`src/design/sar_defs.svh`:
```
// register offsets, field positions, reset values and timing counts
`ifndef SAR_DEFS_SVH
`define SAR_DEFS_SVH
`define SAR_OFS_CONFIG       8'hBC
`define SAR_OFS_LT_LOW       8'hC5
`define SAR_OFS_LT_HIGH      8'hC6
`define SAR_OFS_POWER        8'hBA
`define SAR_OFS_GT_LOW       8'hC3
`define SAR_OFS_GT_HIGH      8'hC4
`define SAR_OFS_RESULT_LOW   8'hBD
`define SAR_OFS_RESULT_HIGH  8'hBE
`define SAR_OFS_CONTROL      8'hE8
`define SAR_CONFIG_RESET     8'hF8
`define SAR_POWER_LPM_BIT    7
`define SAR_CTL_ENABLE_BIT   7
`define SAR_CTL_OUTSIDE_BIT  6
`define SAR_CTL_LEFT_BIT     5
`define SAR_CTL_BURST_BIT    4
`define SAR_CTL_BUSY_BIT     3
`define SAR_CTL_FLAG_BIT     2
`define SAR_CTL_START_BIT    0
`define SAR_TRACK_DELAY      2'd3
`define SAR_MSB_INDEX        4'd9
`define SAR_LSB_INDEX_10     4'd0
`define SAR_LSB_INDEX_8      4'd2
`endif

```
`src/design/sar_pkg.sv`:
```
// types shared by the converter control files
package sar_pkg;
  typedef struct packed {
    logic [4:0] clock_divider;
    logic       eight_bit_resolution_enable;
    logic       track_mode_select;
    logic       gain_select;
  } config_s;

  typedef enum logic [1:0] {
    ST_IDLE  = 2'b00,
    ST_TRACK = 2'b01,
    ST_CONV  = 2'b10
  } conv_state_e;
endpackage

```
`src/design/sar_adc_config_window_compare.sv`:
```
// converter configuration registers, clock divider and window compare
// What this block does
// - power bit seven selects reduced bias mode
// - conversion clock is source over divider plus one
// - burst uses low power oscillator, else system clock
// - configuration bit two selects eight bit mode
// - normal tracking converts right after start
// - delayed tracking waits three conversion clocks
// - configuration bit zero selects half or unity gain
// - sixteen bit less-than bound, two bytes, reset zero
// - result is ten bit unsigned integer
// - inside compare: above greater, below less bound
// - outside compare: below lower or above upper
// - compare uses justified result word
// - eight bit converts eight msbs, two clocks sooner
// - eight bit low bits and low byte zero
`timescale 1ns/1ps
`include "sar_defs.svh"
module sar_adc_config_window_compare
(
  input  wire logic            core_clk_in,
  input  wire logic            reset_in,
  input  wire logic [7:0]      sfr_addr_in,
  input  wire logic [7:0]      sfr_wdata_in,
  input  wire logic            sfr_wr_in,
  input  wire logic            sfr_rd_in,
  input  wire logic            lfo_tick_in,
  input  wire logic            sar_cmp_in,
  output logic [7:0]           sfr_rdata_out,
  output logic                 low_power_out,
  output logic                 gain_unity_out,
  output logic                 tracking_out,
  output logic                 busy_out,
  output logic [9:0]           sar_trial_out,
  output logic                 conv_tick_out,
  output logic                 window_flag_out
);
  import sar_pkg::*;

  sar_pkg::config_s cfg;
  sar_pkg::config_s next_cfg;
  logic [7:0]  power_ctl;
  logic [7:0]  next_power_ctl;
  logic [15:0] lt_bound;
  logic [15:0] next_lt_bound;
  logic [15:0] gt_bound;
  logic [15:0] next_gt_bound;
  logic        enable;
  logic        next_enable;
  logic        outside_mode;
  logic        next_outside_mode;
  logic        left_justify;
  logic        next_left_justify;
  logic        burst;
  logic        next_burst;
  logic        flag;
  logic        next_flag;
  logic        start_pulse;
  logic        next_start_pulse;
  logic [7:0]  next_rdata;
  logic [4:0]  div_count;
  logic [4:0]  next_div_count;
  logic        next_conv_tick;
  logic        source_tick;
  logic [9:0]  result;
  logic        done;
  logic        core_busy;
  logic        core_tracking;
  logic [9:0]  core_trial;
  logic [15:0] result_word;
  logic        hit;

  // result word as software sees it, justification applied
  function automatic logic [15:0] justify(input logic [9:0] r, input logic left,
                                          input logic eight);
    logic [15:0] w;
    w = left ? {r, 6'h00} : {6'h00, r};
    if (eight)
      w = {r[9:2], 8'h00};
    return w;
  endfunction

  // writes to an unmapped address are dropped, reads of one return zero
  always_comb
  begin
    next_cfg          = cfg;
    next_power_ctl    = power_ctl;
    next_lt_bound     = lt_bound;
    next_gt_bound     = gt_bound;
    next_enable       = enable;
    next_outside_mode = outside_mode;
    next_left_justify = left_justify;
    next_burst        = burst;
    next_flag         = flag;
    next_start_pulse  = 1'b0;
    next_rdata        = sfr_rdata_out;
    if (sfr_wr_in)
    begin
      unique case (sfr_addr_in)
        `SAR_OFS_CONFIG:  next_cfg = sfr_wdata_in;
        `SAR_OFS_POWER:   next_power_ctl = {sfr_wdata_in[`SAR_POWER_LPM_BIT], 7'h00};
        `SAR_OFS_LT_LOW:  next_lt_bound[7:0] = sfr_wdata_in;
        `SAR_OFS_LT_HIGH: next_lt_bound[15:8] = sfr_wdata_in;
        `SAR_OFS_GT_LOW:  next_gt_bound[7:0] = sfr_wdata_in;
        `SAR_OFS_GT_HIGH: next_gt_bound[15:8] = sfr_wdata_in;
        `SAR_OFS_CONTROL:
        begin
          next_enable       = sfr_wdata_in[`SAR_CTL_ENABLE_BIT];
          next_outside_mode = sfr_wdata_in[`SAR_CTL_OUTSIDE_BIT];
          next_left_justify = sfr_wdata_in[`SAR_CTL_LEFT_BIT];
          next_burst        = sfr_wdata_in[`SAR_CTL_BURST_BIT];
          if (!sfr_wdata_in[`SAR_CTL_FLAG_BIT])
            next_flag = 1'b0;
          next_start_pulse  = sfr_wdata_in[`SAR_CTL_START_BIT] &
                              sfr_wdata_in[`SAR_CTL_ENABLE_BIT] & !core_busy;
        end
        default:
        begin
        end
      endcase
    end
    // set beats a clear written in the same cycle
    if (done && hit)
      next_flag = 1'b1;
    if (sfr_rd_in)
    begin
      unique case (sfr_addr_in)
        `SAR_OFS_CONFIG:      next_rdata = cfg;
        `SAR_OFS_POWER:       next_rdata = power_ctl;
        `SAR_OFS_LT_LOW:      next_rdata = lt_bound[7:0];
        `SAR_OFS_LT_HIGH:     next_rdata = lt_bound[15:8];
        `SAR_OFS_GT_LOW:      next_rdata = gt_bound[7:0];
        `SAR_OFS_GT_HIGH:     next_rdata = gt_bound[15:8];
        `SAR_OFS_RESULT_LOW:  next_rdata = result_word[7:0];
        `SAR_OFS_RESULT_HIGH: next_rdata = result_word[15:8];
        `SAR_OFS_CONTROL:     next_rdata = {enable, outside_mode, left_justify, burst,
                                            core_busy, flag, 2'b00};
        default:              next_rdata = 8'h00;
      endcase
    end
  end

  always_ff @(posedge core_clk_in)
  begin
    if (reset_in)
    begin
      cfg           <= `SAR_CONFIG_RESET;
      power_ctl     <= 8'h00;
      lt_bound      <= 16'h0000;
      gt_bound      <= 16'h0000;
      enable        <= 1'b0;
      outside_mode  <= 1'b0;
      left_justify  <= 1'b0;
      burst         <= 1'b0;
      flag          <= 1'b0;
      start_pulse   <= 1'b0;
      sfr_rdata_out <= 8'h00;
    end
    else
    begin
      cfg           <= next_cfg;
      power_ctl     <= next_power_ctl;
      lt_bound      <= next_lt_bound;
      gt_bound      <= next_gt_bound;
      enable        <= next_enable;
      outside_mode  <= next_outside_mode;
      left_justify  <= next_left_justify;
      burst         <= next_burst;
      flag          <= next_flag;
      start_pulse   <= next_start_pulse;
      sfr_rdata_out <= next_rdata;
    end
  end

  // divider counts source ticks; the system clock ticks every cycle
  always_comb
  begin
    source_tick    = burst ? lfo_tick_in : 1'b1;
    next_div_count = div_count;
    next_conv_tick = 1'b0;
    if (!enable)
      next_div_count = 5'h00;
    else if (source_tick)
    begin
      if (div_count >= cfg.clock_divider)
      begin
        next_div_count = 5'h00;
        next_conv_tick = 1'b1;
      end
      else
        next_div_count = div_count + 5'h01;
    end
  end

  always_ff @(posedge core_clk_in)
  begin
    if (reset_in)
    begin
      div_count     <= 5'h00;
      conv_tick_out <= 1'b0;
    end
    else
    begin
      div_count     <= next_div_count;
      conv_tick_out <= next_conv_tick;
    end
  end

  sar_conv_core i_sar_conv_core
  (
    .core_clk_in   (core_clk_in),
    .reset_in      (reset_in),
    .conv_tick_in  (conv_tick_out),
    .start_in      (start_pulse),
    .track_mode_in (cfg.track_mode_select),
    .eight_bit_in  (cfg.eight_bit_resolution_enable),
    .cmp_in        (sar_cmp_in),
    .trial_out     (core_trial),
    .result_out    (result),
    .done_out      (done),
    .busy_out      (core_busy),
    .tracking_out  (core_tracking)
  );

  // compare the word that the finished conversion will leave in the result
  logic [15:0] done_word;
  always_comb
  begin
    result_word = justify(result, left_justify, cfg.eight_bit_resolution_enable);
    done_word   = justify(core_trial, left_justify, cfg.eight_bit_resolution_enable);
    if (outside_mode)
      hit = (done_word < gt_bound) || (done_word > lt_bound);
    else
      hit = (done_word > gt_bound) && (done_word < lt_bound);
  end

  always_ff @(posedge core_clk_in)
  begin
    if (reset_in)
    begin
      low_power_out   <= 1'b0;
      gain_unity_out  <= 1'b0;
      tracking_out    <= 1'b1;
      busy_out        <= 1'b0;
      sar_trial_out   <= 10'h000;
      window_flag_out <= 1'b0;
    end
    else
    begin
      low_power_out   <= power_ctl[`SAR_POWER_LPM_BIT];
      gain_unity_out  <= cfg.gain_select;
      tracking_out    <= core_tracking;
      busy_out        <= core_busy;
      sar_trial_out   <= core_trial;
      window_flag_out <= flag;
    end
  end
endmodule

```
`src/design/sar_conv_core.sv`:
```
// successive approximation sequencer stepped by the conversion clock enable
`timescale 1ns/1ps
`include "sar_defs.svh"
module sar_conv_core
(
  input  wire logic            core_clk_in,
  input  wire logic            reset_in,
  input  wire logic            conv_tick_in,
  input  wire logic            start_in,
  input  wire logic            track_mode_in,
  input  wire logic            eight_bit_in,
  input  wire logic            cmp_in,
  output logic [9:0]           trial_out,
  output logic [9:0]           result_out,
  output logic                 done_out,
  output logic                 busy_out,
  output logic                 tracking_out
);
  import sar_pkg::*;

  conv_state_e state;
  conv_state_e next_state;
  logic [1:0]  delay;
  logic [1:0]  next_delay;
  logic [3:0]  index;
  logic [3:0]  next_index;
  logic [3:0]  last_index;
  logic [9:0]  next_trial;
  logic [9:0]  next_result;
  logic        next_done;

  always_comb
  begin
    next_state  = state;
    next_delay  = delay;
    next_index  = index;
    next_trial  = trial_out;
    next_result = result_out;
    next_done   = 1'b0;
    last_index  = eight_bit_in ? `SAR_LSB_INDEX_8 : `SAR_LSB_INDEX_10;
    unique case (state)
      ST_IDLE:
      begin
        if (start_in)
        begin
          next_index = `SAR_MSB_INDEX;
          next_trial = 10'h200;
          next_delay = 2'd0;
          next_state = track_mode_in ? ST_TRACK : ST_CONV;
        end
      end
      ST_TRACK:
      begin
        if (conv_tick_in)
        begin
          next_delay = delay + 2'd1;
          if (next_delay == `SAR_TRACK_DELAY)
            next_state = ST_CONV;
        end
      end
      ST_CONV:
      begin
        if (conv_tick_in)
        begin
          if (!cmp_in)
            next_trial[index] = 1'b0;
          if (index == last_index)
          begin
            next_result = next_trial;
            next_done   = 1'b1;
            next_state  = ST_IDLE;
          end
          else
          begin
            next_index             = index - 4'd1;
            next_trial[next_index] = 1'b1;
          end
        end
      end
    endcase
  end

  always_ff @(posedge core_clk_in)
  begin
    if (reset_in)
    begin
      state        <= ST_IDLE;
      delay        <= 2'd0;
      index        <= 4'd0;
      trial_out    <= 10'h000;
      result_out   <= 10'h000;
      done_out     <= 1'b0;
      busy_out     <= 1'b0;
      tracking_out <= 1'b1;
    end
    else
    begin
      state        <= next_state;
      delay        <= next_delay;
      index        <= next_index;
      trial_out    <= next_trial;
      result_out   <= next_result;
      done_out     <= next_done;
      busy_out     <= (next_state != ST_IDLE);
      tracking_out <= (next_state != ST_CONV);
    end
  end
endmodule

```
`config.mk`:
```
export PLATFORM = sky130hd
export DESIGN_NAME = sar_adc_config_window_compare
export DESIGN_NICKNAME = d
export VERILOG_FILES = /design/src/design/sar_pkg.sv /design/src/design/sar_adc_config_window_compare.sv /design/src/design/sar_conv_core.sv
export VERILOG_INCLUDE_DIRS = /design/src /design/src/design
export SDC_FILE = /design/constraint.sdc
export NUM_CORES = 1
export LEC_CHECK = 0
export ABC_AREA = 1
export ABC_CLOCK_PERIOD_IN_PS = 2200
export BUFFER_PORTS_ARGS = -buffer_cell sky130_fd_sc_hd__buf_2
export CORE_MARGIN = 2
export CORE_UTILIZATION = 56
export CTS_BUF_LIST = sky130_fd_sc_hd__clkbuf_8
export DETAILED_ROUTE_END_ITERATION = 6
export PLACE_DENSITY = 0.8
export SETUP_SLACK_MARGIN = 0.5
export SYNTH_ARGS = -nofsm -noshare
export SYNTH_HDL_FRONTEND = slang
export SYNTH_HIERARCHICAL = 1
export SYNTH_SLANG_ARGS = --single-unit
```
`constraint.sdc`:
```
create_clock -name core_clk_in -period 2.2 [get_ports core_clk_in]
set_input_delay 0.66 -clock core_clk_in [delete_from_list [all_inputs] [get_ports core_clk_in]]
set_output_delay 0.66 -clock core_clk_in [all_outputs]
set_load 0.05 [all_outputs]
```
# Word level (Yosys, flattened, before mapping)
# Index checks and enable logic that the tools add are counted.
# totals
latch_bits	0
reg_bits	107
wordCells	142
ramBits	0
n_memories	0
output_inout_bits	24
rom_bits	0
# classes
n_mul	0
order_cmp	9
eq_ne	19
n_reduce_logical	28
addsub	3
n_bitwise	11
shift	0
n_mux	40
n_div	0
# ops
cell	n
$eq 8x8->1 const B	9
$pmux 8 s9	1
$mux 16	4
$mux 10	6
$gt 16x16->1	2
$lt 16x16->1	2
$pmux 10 s2	1
$mux 2	9
$reduce_and 2->1	7
$mux 4	3
$reduce_and 3->1	4
$and 10x10->10	1
$lt 4x5->1 const B	2
$mux 1	10
$ne 2x2->1 const B	5
$not 10->10	1
$or 10x10->10	1
$reduce_bool 2->1	5
$reduce_or 3->1	3
$demux 1 s4	2
$ge 4x1->1 const B	2
$pmux 4 s2	1
$not 1->1	6
$pmux 2 s3	1
other kinds (17)	22

# Longest topological paths before layout
# Gate-level depths: netlist of the first run.
# depth
word_depth	13
mapped_depth	19

# By module
# The synthesis of the first run kept the hierarchy.
# modules_own_cells
module	area_per_inst_um2	cells_per_inst	seq_area_each_um2	instances
sar_adc_config_window_compare	4296.6	586	1521.5	1
sar_conv_core	1615.3	222	620.6	1

# Worst setup path after synthesis of the first run
# Ideal clock, no wire load.
# synth_timing
path_type	flip-flop to flip-flop
from	register left_justify
to	register flag
required_time_ns	2.086
path_slack_ns	-0.186
period_less_slack_ns	2.386
setup_ns	0.114
arrival_time_ns	2.273
stages_incl_launch_ff	16
cell_sequence	dfxtp_1 -> buf_6 -> nor2_4 -> buf_6 -> clkbuf_1 -> nor2_1 -> ha_1 -> nand2_1 -> inv_1 -> nand3_1 -> nor3_1 -> or3b_1 -> nand2_1 -> nand2_1 -> nand3_1 -> nand2_1
# synth_between
elab_chain_cells	8
word_cells_on_any_way	15
classes_between	order compare (4); eq/ne (1); mux (4); reduce/logical (6)
# synth_rtl
element	line	source
start, declared	sar_adc_config_window_compare.sv:52	logic left_justify;
start signal, assigned	sar_adc_config_window_compare.sv:167	left_justify <= next_left_justify;
$mux 16 *	sar_adc_config_window_compare.sv:77	w = left ? {r, 6'h00} : {6'h00, r};
$mux 16 *	sar_adc_config_window_compare.sv:78	if (eight)
$gt 16x16->1 (tied with other cells)	sar_adc_config_window_compare.sv:234	hit = (done_word > gt_bound) && (done_word < lt_bound);
$logic_and 1x1->1 / $logic_or 1x1->1 (equally long branches)	sar_adc_config_window_compare.sv:234, sar_adc_config_window_compare.sv:232	
$mux 1 *	sar_adc_config_window_compare.sv:231	if (outside_mode)
$logic_and 1x1->1 *	sar_adc_config_window_compare.sv:123	if (done && hit)
$ne 2x1->1 (no source line) / $reduce_bool 2->1 (equally long branches)	--	
$reduce_and 3->1 (no source line)	--	
end signal, assigned	sar_adc_config_window_compare.sv:169	flag <= next_flag;
end, declared	sar_adc_config_window_compare.sv:56	logic flag;
# Mark *: on every way between the ends. The rest lies on a longest branch, timed or not.
# A chain may end at the register's enable or synchronous reset.

# Worst setup path after layout of the first run
# Ends and elaborated chain as after synthesis.

==> impl_summary.log, run 1 <==
INFO  metric timing.reg2reg.worst_path_depth = 13
INFO  metric drive_gt1_share = 21.44%
INFO  metric critical_path.reg2reg.endpoint = flag$_SDFFE_PP0P_
INFO  metric grt_antenna_before_repair = 0
INFO  metric timing.fmax = 497.6 MHz
INFO  metric cts_sinks = 107
INFO  metric multi_input_area = 3445 um^2
INFO  metric worst-setup-path-type = flop to flop
INFO  metric dieHeight = 106.7 um
INFO  metric maximum_clock_insertion_buffer_count = 2
INFO  metric number_of_drc_markers_after_the_initial_detailed_route_iteration = 459
INFO  metric cts_tree = done
INFO  metric first_global_vias = 5382
INFO  metric filler_cell_count = 901
INFO  metric stdcell_count = 1008
INFO  metric hold-worst-slack = 0.4563 ns
INFO  metric path_max_fanout = 5
INFO  metric cp_data_required_time = 2.54 ns
INFO  metric setup_viol = 0
INFO  metric fin_skew = 0.01646 ns
INFO  metric setup_tns = 0 ns
INFO  metric start_kind = flop
INFO  metric place.gp.congestion = 0.9835
INFO  metric synth-main-ff-cell = dfxtp_1
INFO  metric max-cap-violations = 0
INFO  metric synth.cells.most_frequent = nand2_1 (139), dfxtp_1 (107), inv_1 (103)
INFO  metric vdd_ir_drop_max = 312.7 uV
INFO  metric fin_crit_sh = 91.35%
INFO  metric setup.worst_path.start = left_justify$_SDFFE_PP0P_
INFO  metric syn-cell-area = 5912 um^2
INFO  metric yosysUniqueCellTypes = 48
INFO  metric worst_slew_margin_rel = 75.38%
INFO  metric post-synth-top-area-cell = dfxtp_1
INFO  metric power.static_leakage = 2.914 nW
INFO  metric synth_most_common_cell = nand2_1
INFO  metric portion_of_synthesized_cell_area_occupied_by_the_leading_cell_type = 36.23%
INFO  metric die_span_in_x = 106.7 um
INFO  metric hold_path_class = flop to flop
INFO  metric critical_path.endpoint = flag$_SDFFE_PP0P_
INFO  metric routed_via_density = 5.667
INFO  metric grt-ovfl-total = 0
INFO  metric clk_root_buffer_cell = clkbuf_8
INFO  metric post-dp-hpwl = 12.81 mm
INFO  metric holdCritStartpoint = i_sar_conv_core/tracking_out$_SDFF_PP1_
INFO  metric ys_seq_area_share = 36.23%
INFO  metric cts.reportedPaths.clkPinSlew = 0.11 ns
INFO  metric globalRouteTotalUtil = 29.87%
INFO  metric port_buffers = 45
INFO  metric nets = 935
INFO  metric std_cell_rows = 37
INFO  metric antennaDiodeCount = 0
INFO  metric worst-r2r-setup-slack = 0.19 ns
INFO  metric wire_per_inst = 16.57 um
INFO  metric synth.ff_latch_count = 107
INFO  metric dieArea = 11390 um^2
INFO  metric syn2layout_area_growth = 16.40%
INFO  metric seq_area = 2155 um^2
INFO  metric outcome = completed
INFO  metric num_vias = 5712
INFO  metric cts_buffers = 9
INFO  metric critical_path_arrival = 2.35 ns
INFO  metric synth_area_leaders = dfxtp_1 (36%), ha_1 (9.7%), nand2_1 (8.8%)
INFO  metric grt_first_pass_wirelength = 26.49 mm
INFO  metric htree_levels = 3
INFO  metric core_area = 10280 um^2
INFO  metric synthesis.area_per_instance = 7.317 um^2
INFO  metric final_antenna_net_count = 0
INFO  metric synthesis.nets = 876
INFO  metric cellPowerDensity = 481.2 nW/um^2
INFO  metric startpoint_of_the_worst_slack_reg_to_reg_timing_path = left_justify$_SDFFE_PP0P_
INFO  metric synth.yosys.warnings = 6
INFO  metric drc = 0
INFO  metric final_period_minus_worst_setup_slack = 2.010 ns
INFO  metric io_pins = 46
INFO  metric report.final.hold_viol_count = 0
INFO  metric rsz_0062_raised_after_global_routing = yes
INFO  metric grt_max_degree = 42
INFO  metric starting_density_of_the_core = 57.52%
INFO  metric clk-insertion-delay-late = 0.39 ns
INFO  metric synthArstFlopShare = 0%
INFO  metric worst-slew-pin-transition = 0.3655 ns
INFO  metric final-max-slew-violation-count = 0
INFO  metric postLayoutCoreUtil = 66.96%
INFO  metric endpoint_kind = flop
INFO  metric dp_cells = 981
INFO  metric route.final.wire_length = 16.70 mm
INFO  metric firstDrtPassIters = 5
INFO  metric syn_inst = 808
INFO  metric count_of_flip_flops_with_a_built_in_enable_after_synthesis = 0
[placed cells by master, fill, tap and decap left out, types with 6 or more instances in the layout]
cell	netlist	routed
nor2_4	4	9
nand3_1	28	25
inv_2	11	15
nand4_1	11	11
dfxtp_1	107	99
ha_1	46	39
o21ai_1	8	16
inv_1	103	98
nand2_2	4	8
nand2_1	139	133
a21oi_1	98	94
o21ai_2	5	9
clkbuf_8	0	9
a21oi_2	2	6
dfxtp_2	0	7
o22ai_1	12	12
nand3_2	5	8
a211oi_1	6	6
nor3_1	9	7
nor2_1	76	67
o21ai_0	76	64
buf_2	5	38
nand2_4	4	6
buf_4	1	21
[area by class of cell]
class / count / share of cell area [%]
well taps: 136 / 2.473
inverters: 117 / 6.564
repair buffers: 69 / 6.800
multi-input cells: 563 / 50.05
clock inverters: 7 / 1.000
clock buffers: 9 / 1.800
flip-flops and latches: 107 / 31.31
[worst min path at each step]
| stage | slack, ns | to | depth (start not counted) |
|---|---|---|---|
| CTS | 0.46 | tracking_out$_SDFF_PP1_ | 1 |
| floorplan | 0.39 | tracking_out$_SDFF_PP1_ | 1 |
| global placement | 0.40 | tracking_out$_SDFF_PP1_ | 1 |
| finish | 0.46 | tracking_out$_SDFF_PP1_ | 1 |
| detailed placement | 0.43 | tracking_out$_SDFF_PP1_ | 1 |
| global route | 0.48 | tracking_out$_SDFF_PP1_ | 1 |
[report_power, final]
| part | internal [mW] | total (mW) | switching, mW |
|---|---|---|---|
| Sequential | 1.94 | 1.94 | 0.00105 |
| Combinational | 0.0474 | 0.165 | 0.117 |
| Clock | 0.442 | 1.21 | 0.767 |
[critical path, stage by stage (launching register included)]
cell and delay, ns:
dfxtp_2 0.35, buf_6 0.13, o21ai_1 0.18, a21oi_2 0.07, ha_1 0.32, nand2_2 0.09, nor2_1 0.05, a211oi_1 0.22
nand2_1 0.12, a21oi_2 0.15, nand3_1 0.09, nand2_1 0.06, nand3_1 0.07, nand2_1 0.06
[metrics by stage]
step	instance area (um^2)	total power [mW]	setup WS, ns
2_1_floorplan	5992	2.069	0.03445
3_3_place_gp	6354	2.129	-0.1010
3_5_place_dp	6354	2.134	-0.05182
4_1_cts	6664	3.315	0.2149
5_1_grt	6882	3.418	0.003011
6_report	6882	3.311	0.1902
[timing repair]
item / 4_1_cts / 5_1_grt
pin swaps: 11 / 11
hold buffers: 0 / 0
endpoints found under the setup margin: 20 / 44
setup buffers: 3 / 8
resized for setup: 34 / 41
endpoints found under the hold margin: 0 / 0
[sequential cells by signal, summed over array words and instances, names as in the netlist, 2 cells and up]
name,cells
div_count,5
i_sar_conv_core/trial_out,10
i_sar_conv_core/delay,2
cfg,8
lt_bound,16
sfr_rdata_out,8
sar_trial_out,10
i_sar_conv_core/state,2
i_sar_conv_core/index,4
gt_bound,16
i_sar_conv_core/result_out,10
[kinds of logic after synthesis]
family	after synthesis	synth area share (%)
xor gates and xnor gates	5	0.7409
and+or+nand+nor	296	23.72
buffers and inverters	138	9.651
adders and majority gates	46	9.735
AOI/OAI and AO/OA	215	19.75
DFF	107	36.23
muxes	1	0.1693
[routing by layer]
layer	up-vias	global-route usage, %	share of wire (%)
met3	46	4.924	6.7
li1	2796	-	-
met2	223	49.04	48
met1	2647	38.47	42
met4	0	13.73	3.8
met5	-	0	0
No activity file was read; power rests on OpenSTA's default activity.
==> inputs of run 2 (changes only) <==
==> constraint.sdc (replaced) <==
create_clock -name core_clk_in -period 2.2 [get_ports core_clk_in]
set_input_delay 0.33 -clock core_clk_in [delete_from_list [all_inputs] [get_ports core_clk_in]]
set_output_delay 0.33 -clock core_clk_in [all_outputs]
set_load 0.05 [all_outputs]
==> run 2 against run 1 <==
  * Clock skew down 0.0023 ns
  * Utilization shrank 0.60 points
  * Final cell count shrank 0.20%
  * Via count fell by 2.8%
  * Die area unchanged
  * Clock power up 6%
  * Global-route usage is 2.1 points lower
==> impl_summary.log, run 2 (synthesis gave the netlist of run 1 again) <==
INFO  metric cp_data_required_time = 2.48 ns (-0.06 ns)
INFO  metric dieHeight = 106.7 um (unchanged)
INFO  metric power.static_leakage = 2.903 nW (-0.39%)
INFO  metric filler_cell_count = 906 (+0.55%)
INFO  metric hold_path_class = input port to flop
INFO  metric outcome = completed
INFO  metric most_frequent_standard_cell_in_the_layout_excluding_fill_and_tap_cells = nand2_1
INFO  metric multi_input_area = 3403 um^2 (-1.2%)
INFO  metric grt-ovfl-total = 0 (unchanged)
INFO  metric number_of_drc_markers_after_the_initial_detailed_route_iteration = 479 (+4.4%)
INFO  metric hold-worst-slack = 0.2149 ns (-0.2414 ns)
INFO  metric firstDrtPassIters = 6 (+1)
INFO  metric netSwitchingPower = 844.6 uW (-4.6%)
INFO  metric switching_fraction = 25.07% (-1.7 points)
INFO  metric port_buffers = 45 (unchanged)
INFO  metric seq_area = 2150 um^2 (-0.23%)
INFO  metric place_worst_setup_slack = 0.06069 ns (+0.1125 ns)
INFO  metric drive_gt1_share = 20.23% (-1.2 points)
INFO  metric worst_slew_margin_rel = 67.59% (-7.8 points)
INFO  metric std_cell_rows = 37 (unchanged)
INFO  metric drc = 0 (unchanged)
INFO  metric globalRouteTotalUtil = 27.80% (-2.1 points)
INFO  metric power_frac_comb = 4.5% (-0.5 points)
INFO  metric clock_group_share_of_total_power = 37.9% (+1.4 points)
INFO  metric wire_per_inst = 15.78 um (-4.8%)
INFO  metric clk-insertion-delay-late = 0.38 ns (about the same)
INFO  metric nets = 933 (-0.21%)
INFO  metric antennaDiodeCount = 0 (unchanged)
INFO  metric syn2layout_area_growth = 15.37%
INFO  metric endpoint_kind = flop
INFO  metric rsz_0062_raised_after_global_routing = yes
INFO  metric post-layout-total-power = 3.369 mW (+1.7%)
INFO  metric critical_path_arrival = 2.40 ns (+0.05 ns)
INFO  metric first_global_vias = 4902 (-8.9%)
INFO  metric htree_levels = 3 (unchanged)
INFO  metric final_antenna_net_count = 0 (unchanged)
INFO  metric die_span_in_x = 106.7 um (unchanged)
INFO  metric cts_tree = done
INFO  metric worst-setup-path-type = flop to flop
INFO  metric starting_density_of_the_core = 57.52% (unchanged)
INFO  metric grt_first_pass_wirelength = 24.73 mm (-6.6%)
INFO  metric cts_sinks = 107 (unchanged)
INFO  metric reg_top3 = gt_bound: 16 flops, lt_bound: 16 flops
INFO  metric grt_max_degree = 44 (+4.8%)
INFO  metric seq_power_share = 57.5% (-1.0 points)
INFO  metric num_vias = 5551 (-2.8%)
INFO  metric timing.fmax = 471.7 MHz (-5.2%)
INFO  metric final-max-slew-violation-count = 0 (unchanged)
INFO  metric cts.reportedPaths.clkPinSlew = 0.11 ns (about the same)
INFO  metric io_pins = 46 (unchanged)
INFO  metric post-dp-hpwl = 11.86 mm (-7.5%)
INFO  metric maximum_clock_insertion_buffer_count = 2 (unchanged)
INFO  metric clk_root_buffer_cell = clkbuf_8
INFO  metric fin_crit_sh = 96.36% (+5.0 points)
INFO  metric path_max_fanout = 7 (+2)
INFO  metric vdd_ir_drop_max = 370.9 uV (+19%)
INFO  metric place.gp.congestion = 0.9979 (+1.5%)
INFO  metric mostFrequentLayoutCells = nand2_1 (133), dfxtp_1 (103), inv_1 (98)
INFO  metric cts_buffers = 9 (unchanged)
INFO  metric max-cap-violations = 0 (unchanged)
INFO  metric core_area = 10280 um^2 (unchanged)
INFO  metric setup_viol = 0 (unchanged)
INFO  metric report.final.hold_viol_count = 0 (unchanged)
INFO  metric routed_via_density = 5.518 (-2.6%)
INFO  metric start_kind = flop
INFO  metric cts_hold_repair.buffers = 0 (unchanged)
INFO  metric route.final.wire_length = 15.88 mm (-5.0%)
INFO  metric worst-slew-pin-transition = 0.4862 ns (+0.1207 ns)
INFO  metric final.setup.worst_slack = 0.08003 ns (-0.1102 ns)
INFO  metric cellPowerDensity = 493.9 nW/um^2 (+2.6%)
INFO  metric final_period_minus_worst_setup_slack = 2.120 ns (+0.1102 ns)
INFO  metric fin_skew = 0.01415 ns (-0.002304 ns)
INFO  metric grt_antenna_before_repair = 0 (unchanged)
INFO  metric p_int = 2.524 mW (+4.0%)
INFO  metric dieArea = 11390 um^2 (unchanged)
-- run 2: cell types whose count changed in the layout (fill, tap and decap cells not counted), moves of 3 or more --
| cell | delta |
|---|---|
| o21ai_0 | +6 |
| buf_4 | -5 |
| dfxtp_1 | +4 |
| o21ai_1 | -4 |
| dfxtp_2 | -4 |
| nor2_2 | -3 |
| clkbuf_4 | -5 |
| buf_2 | +7 |
| o21ai_2 | -3 |
| nor2_1 | +5 |
-- run 2: repair_timing --
| item | 4_1_cts | 5_1_grt |
|---|---|---|
| pin swaps | 8 | 23 |
| setup endpoints to repair | 14 | 33 |
| gates resized for setup | 20 | 42 |
| setup buffers | 5 | 6 |
-- run 2: critical path, cell delays in order (launching register included) --
cell and delay [ns]:
dfxtp_2 0.35, nor2_4 0.22, buf_8 0.15, o21ai_1 0.08, ha_1 0.28, nand2_1 0.06
nor3_2 0.22, or3b_1 0.39, nand2_1 0.09, nand2_1 0.07, nand3_2 0.08, nand2_2 0.05
-- run 2: area by class of cell --
type                       count  area share (%)
multi-input combinational    563           49.90
sequential                   107           31.52
inverter                     117           6.678
timing repair buffer          67           6.421
tap                          136           2.495
clock buffer                   9           1.816
clock inverter                 7           1.174
-- run 2: power groups by stage --
stage               clock, mW  combinational, mW  sequential (mW)
floorplan                   0             0.0825             1.98
global placement            0              0.144             1.98
detailed placement          0              0.146             1.98
CTS                      1.29              0.147             1.94
global route             1.38              0.167             1.94
finish                   1.28              0.153             1.94
-- run 2: metal layers --
metal | share of wire [%] | up-vias | GRT usage (%)
li1 | - | 2790 | -
met1 | 43 | 2508 | 37.04
met2 | 46 | 216 | 45.63
met3 | 7.7 | 37 | 4.863
met4 | 2.7 | 0 | 9.276
met5 | 0 | - | 0
-- run 2: per-stage QoR --
| step | utilization [%] | area (um^2) | instances | setup TNS, ns |
|---|---|---|---|---|
| finish | 66.36 | 6820 | 1006 | 0 |
| floorplan | - | 5966 | 808 | 0 |
| CTS | 64.38 | 6616 | 1000 | 0 |
| detailed placement | 61.38 | 6309 | 979 | 0 |
| global route | 66.36 | 6820 | 1006 | -0.06255 |
| global placement | 61.38 | 6309 | 979 | 0 |
-- run 2: path summary, 6_finish.rpt --
check	startpoint	end	depth (start not counted)	slack, ns
worst max register to register	cfg[2]$_SDFFE_PP0P_	flag$_SDFFE_PP0P_	11	0.08
worst min-delay path	reset_in	i_sar_conv_core/state[1]$_SDFF_PP0_	2	0.21
worst max-delay path	cfg[2]$_SDFFE_PP0P_	flag$_SDFFE_PP0P_	11	0.08
worst min register to register	i_sar_conv_core/tracking_out$_SDFF_PP1_	tracking_out$_SDFF_PP1_	1	0.43
==> inputs of run 3 (changes only) <==
--- a/config.mk
+++ b/config.mk
@@ -11,2 +11,3 @@
 export BUFFER_PORTS_ARGS = -buffer_cell sky130_fd_sc_hd__buf_2
+export CAP_MARGIN = 30
 export CORE_MARGIN = 2
==> constraint.sdc (replaced) <==
create_clock -name core_clk_in -period 2.2 [get_ports core_clk_in]
set_input_delay 0.44 -clock core_clk_in [delete_from_list [all_inputs] [get_ports core_clk_in]]
set_output_delay 0.44 -clock core_clk_in [all_outputs]
set_load 0.05 [all_outputs]
==> run 3 against run 2 <==
  * The flow now finishes with violations (DRC)
  * Non-clock buffer count grew 2
  * Die area stayed put
  * First-iteration DRC count increased by 20%
  * Via count up 0.90%
  * Cell area unchanged
  * Hold slack better by 0.097 ns
  * Final cell count up 0.20%
  * Total power up 5.1%
  * Clock-buffer cell count is the same
  * Flip-flop and latch count unchanged
  * Largest power group unchanged
==> impl_summary.log, run 3 (synthesis gave the netlist of run 1 again) <==
INFO  metric outcome = finished, violations left
INFO  metric failed_checks = DRC
INFO  metric num_vias = 5601 (+0.90%)
INFO  metric port_buffers = 45 (unchanged)
INFO  metric hold_path_class = input port to flop
INFO  metric cellPowerDensity = 519.2 nW/um^2 (+5.1%)
INFO  metric clk_root_buffer_cell = clkbuf_8
INFO  metric dieArea = 11390 um^2 (unchanged)
INFO  metric report.final.hold_viol_count = 0 (unchanged)
INFO  metric final-max-slew-violation-count = 0 (unchanged)
INFO  metric globalRouteTotalUtil = 27.79% (about the same)
INFO  metric drive_gt1_share = 19.84% (-0.39 points)
INFO  metric cp_data_required_time = 2.49 ns (about the same)
INFO  metric post-dp-hpwl = 11.88 mm (+0.16%)
INFO  metric path_max_fanout = 6 (-1)
INFO  metric std_cell_rows = 37 (unchanged)
INFO  metric fin_crit_sh = 95.00% (-1.4 points)
INFO  metric wire_per_inst = 15.89 um (+0.66%)
INFO  metric place_worst_setup_slack = 0.03718 ns (-0.02350 ns)
INFO  metric first_global_vias = 4814 (-1.8%)
INFO  metric htree_levels = 3 (unchanged)
INFO  metric power.static_leakage = 2.928 nW (+0.88%)
INFO  metric syn2layout_area_growth = 15.37% (unchanged)
INFO  metric worst_slew_margin_rel = 67.15% (-0.43 points)
INFO  metric number_of_drc_markers_after_the_initial_detailed_route_iteration = 576 (+20%)
INFO  metric placement.cell_area = 6309 um^2 (unchanged)
INFO  metric fin_area = 6820 um^2 (unchanged)
INFO  metric start_kind = flop
INFO  metric critical_path_arrival = 2.38 ns (-0.02 ns)
INFO  metric worst-slew-pin-transition = 0.4927 ns (+0.006508 ns)
INFO  metric antennaDiodeCount = 0 (unchanged)
INFO  metric fin_skew = 0.02294 ns (+0.008786 ns)
INFO  metric endpoint_kind = flop
INFO  metric core_area = 10280 um^2 (unchanged)
INFO  metric final.setup.worst_slack = 0.1100 ns (+0.02997 ns)
INFO  metric seq_area = 2148 um^2 (about the same)
INFO  metric worst-setup-path-type = flop to flop
INFO  metric reg_top3 = gt_bound: 16 flops, lt_bound: 16 flops
INFO  metric max-cap-violations = 0 (unchanged)
INFO  metric setup_viol = 0 (unchanged)
INFO  metric postLayoutCoreUtil = 66.36% (unchanged)
INFO  metric setup_tns = 0 ns (unchanged)
INFO  metric drc = 1 (+1)
INFO  metric rsz_0062_raised_after_global_routing = yes
INFO  metric grt_first_pass_wirelength = 24.51 mm (-0.89%)
INFO  metric multi_input_area = 3362 um^2 (-1.2%)
INFO  metric cts_sinks = 107 (unchanged)
INFO  metric final_antenna_net_count = 0 (unchanged)
INFO  metric cts_hold_repair.buffers = 0 (unchanged)
INFO  metric cts_buffers = 9 (unchanged)
INFO  metric mostFrequentLayoutCells = nand2_1 (135), dfxtp_1 (102), inv_1 (99)
INFO  metric timing.fmax = 478.5 MHz (+1.4%)
INFO  metric clk-insertion-delay-late = 0.40 ns (+0.02 ns)
INFO  metric most_frequent_standard_cell_in_the_layout_excluding_fill_and_tap_cells = nand2_1
INFO  metric maximum_clock_insertion_buffer_count = 2 (unchanged)
INFO  metric route.final.wire_length = 16.01 mm (+0.86%)
INFO  metric die_span_in_x = 106.7 um (unchanged)
INFO  metric cts_tree = done
INFO  metric vdd_ir_drop_max = 428.4 uV (+16%)
INFO  metric io_pins = 46 (unchanged)
INFO  metric nets = 935 (+0.21%)
INFO  metric final_period_minus_worst_setup_slack = 2.090 ns (-0.02997 ns)
INFO  metric grt_max_degree = 44 (unchanged)
INFO  metric dieHeight = 106.7 um (unchanged)
INFO  metric routed_via_density = 5.557 (+0.70%)
INFO  metric starting_density_of_the_core = 57.52% (unchanged)
INFO  metric place.gp.congestion = 0.9999 (+0.20%)
INFO  metric hold-worst-slack = 0.3122 ns (+0.09729 ns)
INFO  metric filler_cell_count = 894 (-1.3%)
INFO  metric firstDrtPassIters = 7 (+1)
INFO  metric grt-ovfl-total = 0 (unchanged)
INFO  metric grt_antenna_before_repair = 0 (unchanged)
INFO  metric cts.reportedPaths.clkPinSlew = 0.11 ns (about the same)
## run 3: changes by cell type in the layout (fill, tap and decap cells not counted), sizes merged
cell,before,now
buf,67,69
bufinv,1,2
clkinvlp,2,1
## run 3: critical path: stages, from the launching register on
cell     delay (ns)
dfxtp_2        0.36
buf_6          0.13
o21ai_0        0.14
a21oi_1        0.09
ha_1           0.33
nand2_1        0.10
nor2_2         0.14
nand3_1        0.09
or3b_1         0.37
nand2_1        0.08
nand2_1        0.05
nand3_1        0.08
nand2_1        0.05
## run 3: stage by stage
| stage | std cells | total power, mW |
|---|---|---|
| 2_1_floorplan | 808 | 2.066 |
| 3_3_place_gp | 979 | 2.127 |
| 3_5_place_dp | 979 | 2.129 |
| 4_1_cts | 1004 | 3.539 |
| 5_1_grt | 1008 | 3.638 |
| 6_report | 1008 | 3.541 |
## run 3: per-layer routing
layer	part of all wire (%)	vias up	routed length, um	track usage [%]
li1	-	2785	-	-
met5	0	-	0	0
met4	2.8	0	446	10.11
met1	43	2547	6824	36.96
met3	8.0	44	1285	5.410
met2	47	225	7456	44.90
## run 3: path summary, 6_finish.rpt
kind / startpoint / endpoint / slack, ns / depth (start not counted)
max: left_justify$_SDFFE_PP0P_ / flag$_SDFFE_PP0P_ / 0.11 / 12
min: reset_in / i_sar_conv_core/state[1]$_SDFF_PP0_ / 0.31 / 2
max reg2reg: left_justify$_SDFFE_PP0P_ / flag$_SDFFE_PP0P_ / 0.11 / 12
min reg2reg: i_sar_conv_core/tracking_out$_SDFF_PP1_ / tracking_out$_SDFF_PP1_ / 0.43 / 1
## run 3: where the power goes
group	internal, mW	switching (mW)
Clock	0.672	0.778
Combinational	0.0420	0.110
Sequential	1.94	0.00101
Total	2.65	0.889
## run 3: area by class of cell
| cell class | count | area share (%) |
|---|---|---|
| Multi-Input combinational cell | 563 | 49.29 |
| Sequential cell | 107 | 31.50 |
| Inverter | 117 | 6.641 |
| Timing Repair Buffer | 69 | 6.586 |
| Tap cell | 136 | 2.495 |
| Clock buffer | 9 | 1.816 |
| Clock inverter | 7 | 1.669 |
## run 3: repair_timing
action                                  4_1_cts  5_1_grt
pin swaps                                    15        4
buffers inserted                              9        4
hold endpoints to repair                      0        0
cloned                                        0        0
endpoints found under the setup margin       14       32
resized for setup                            23       30
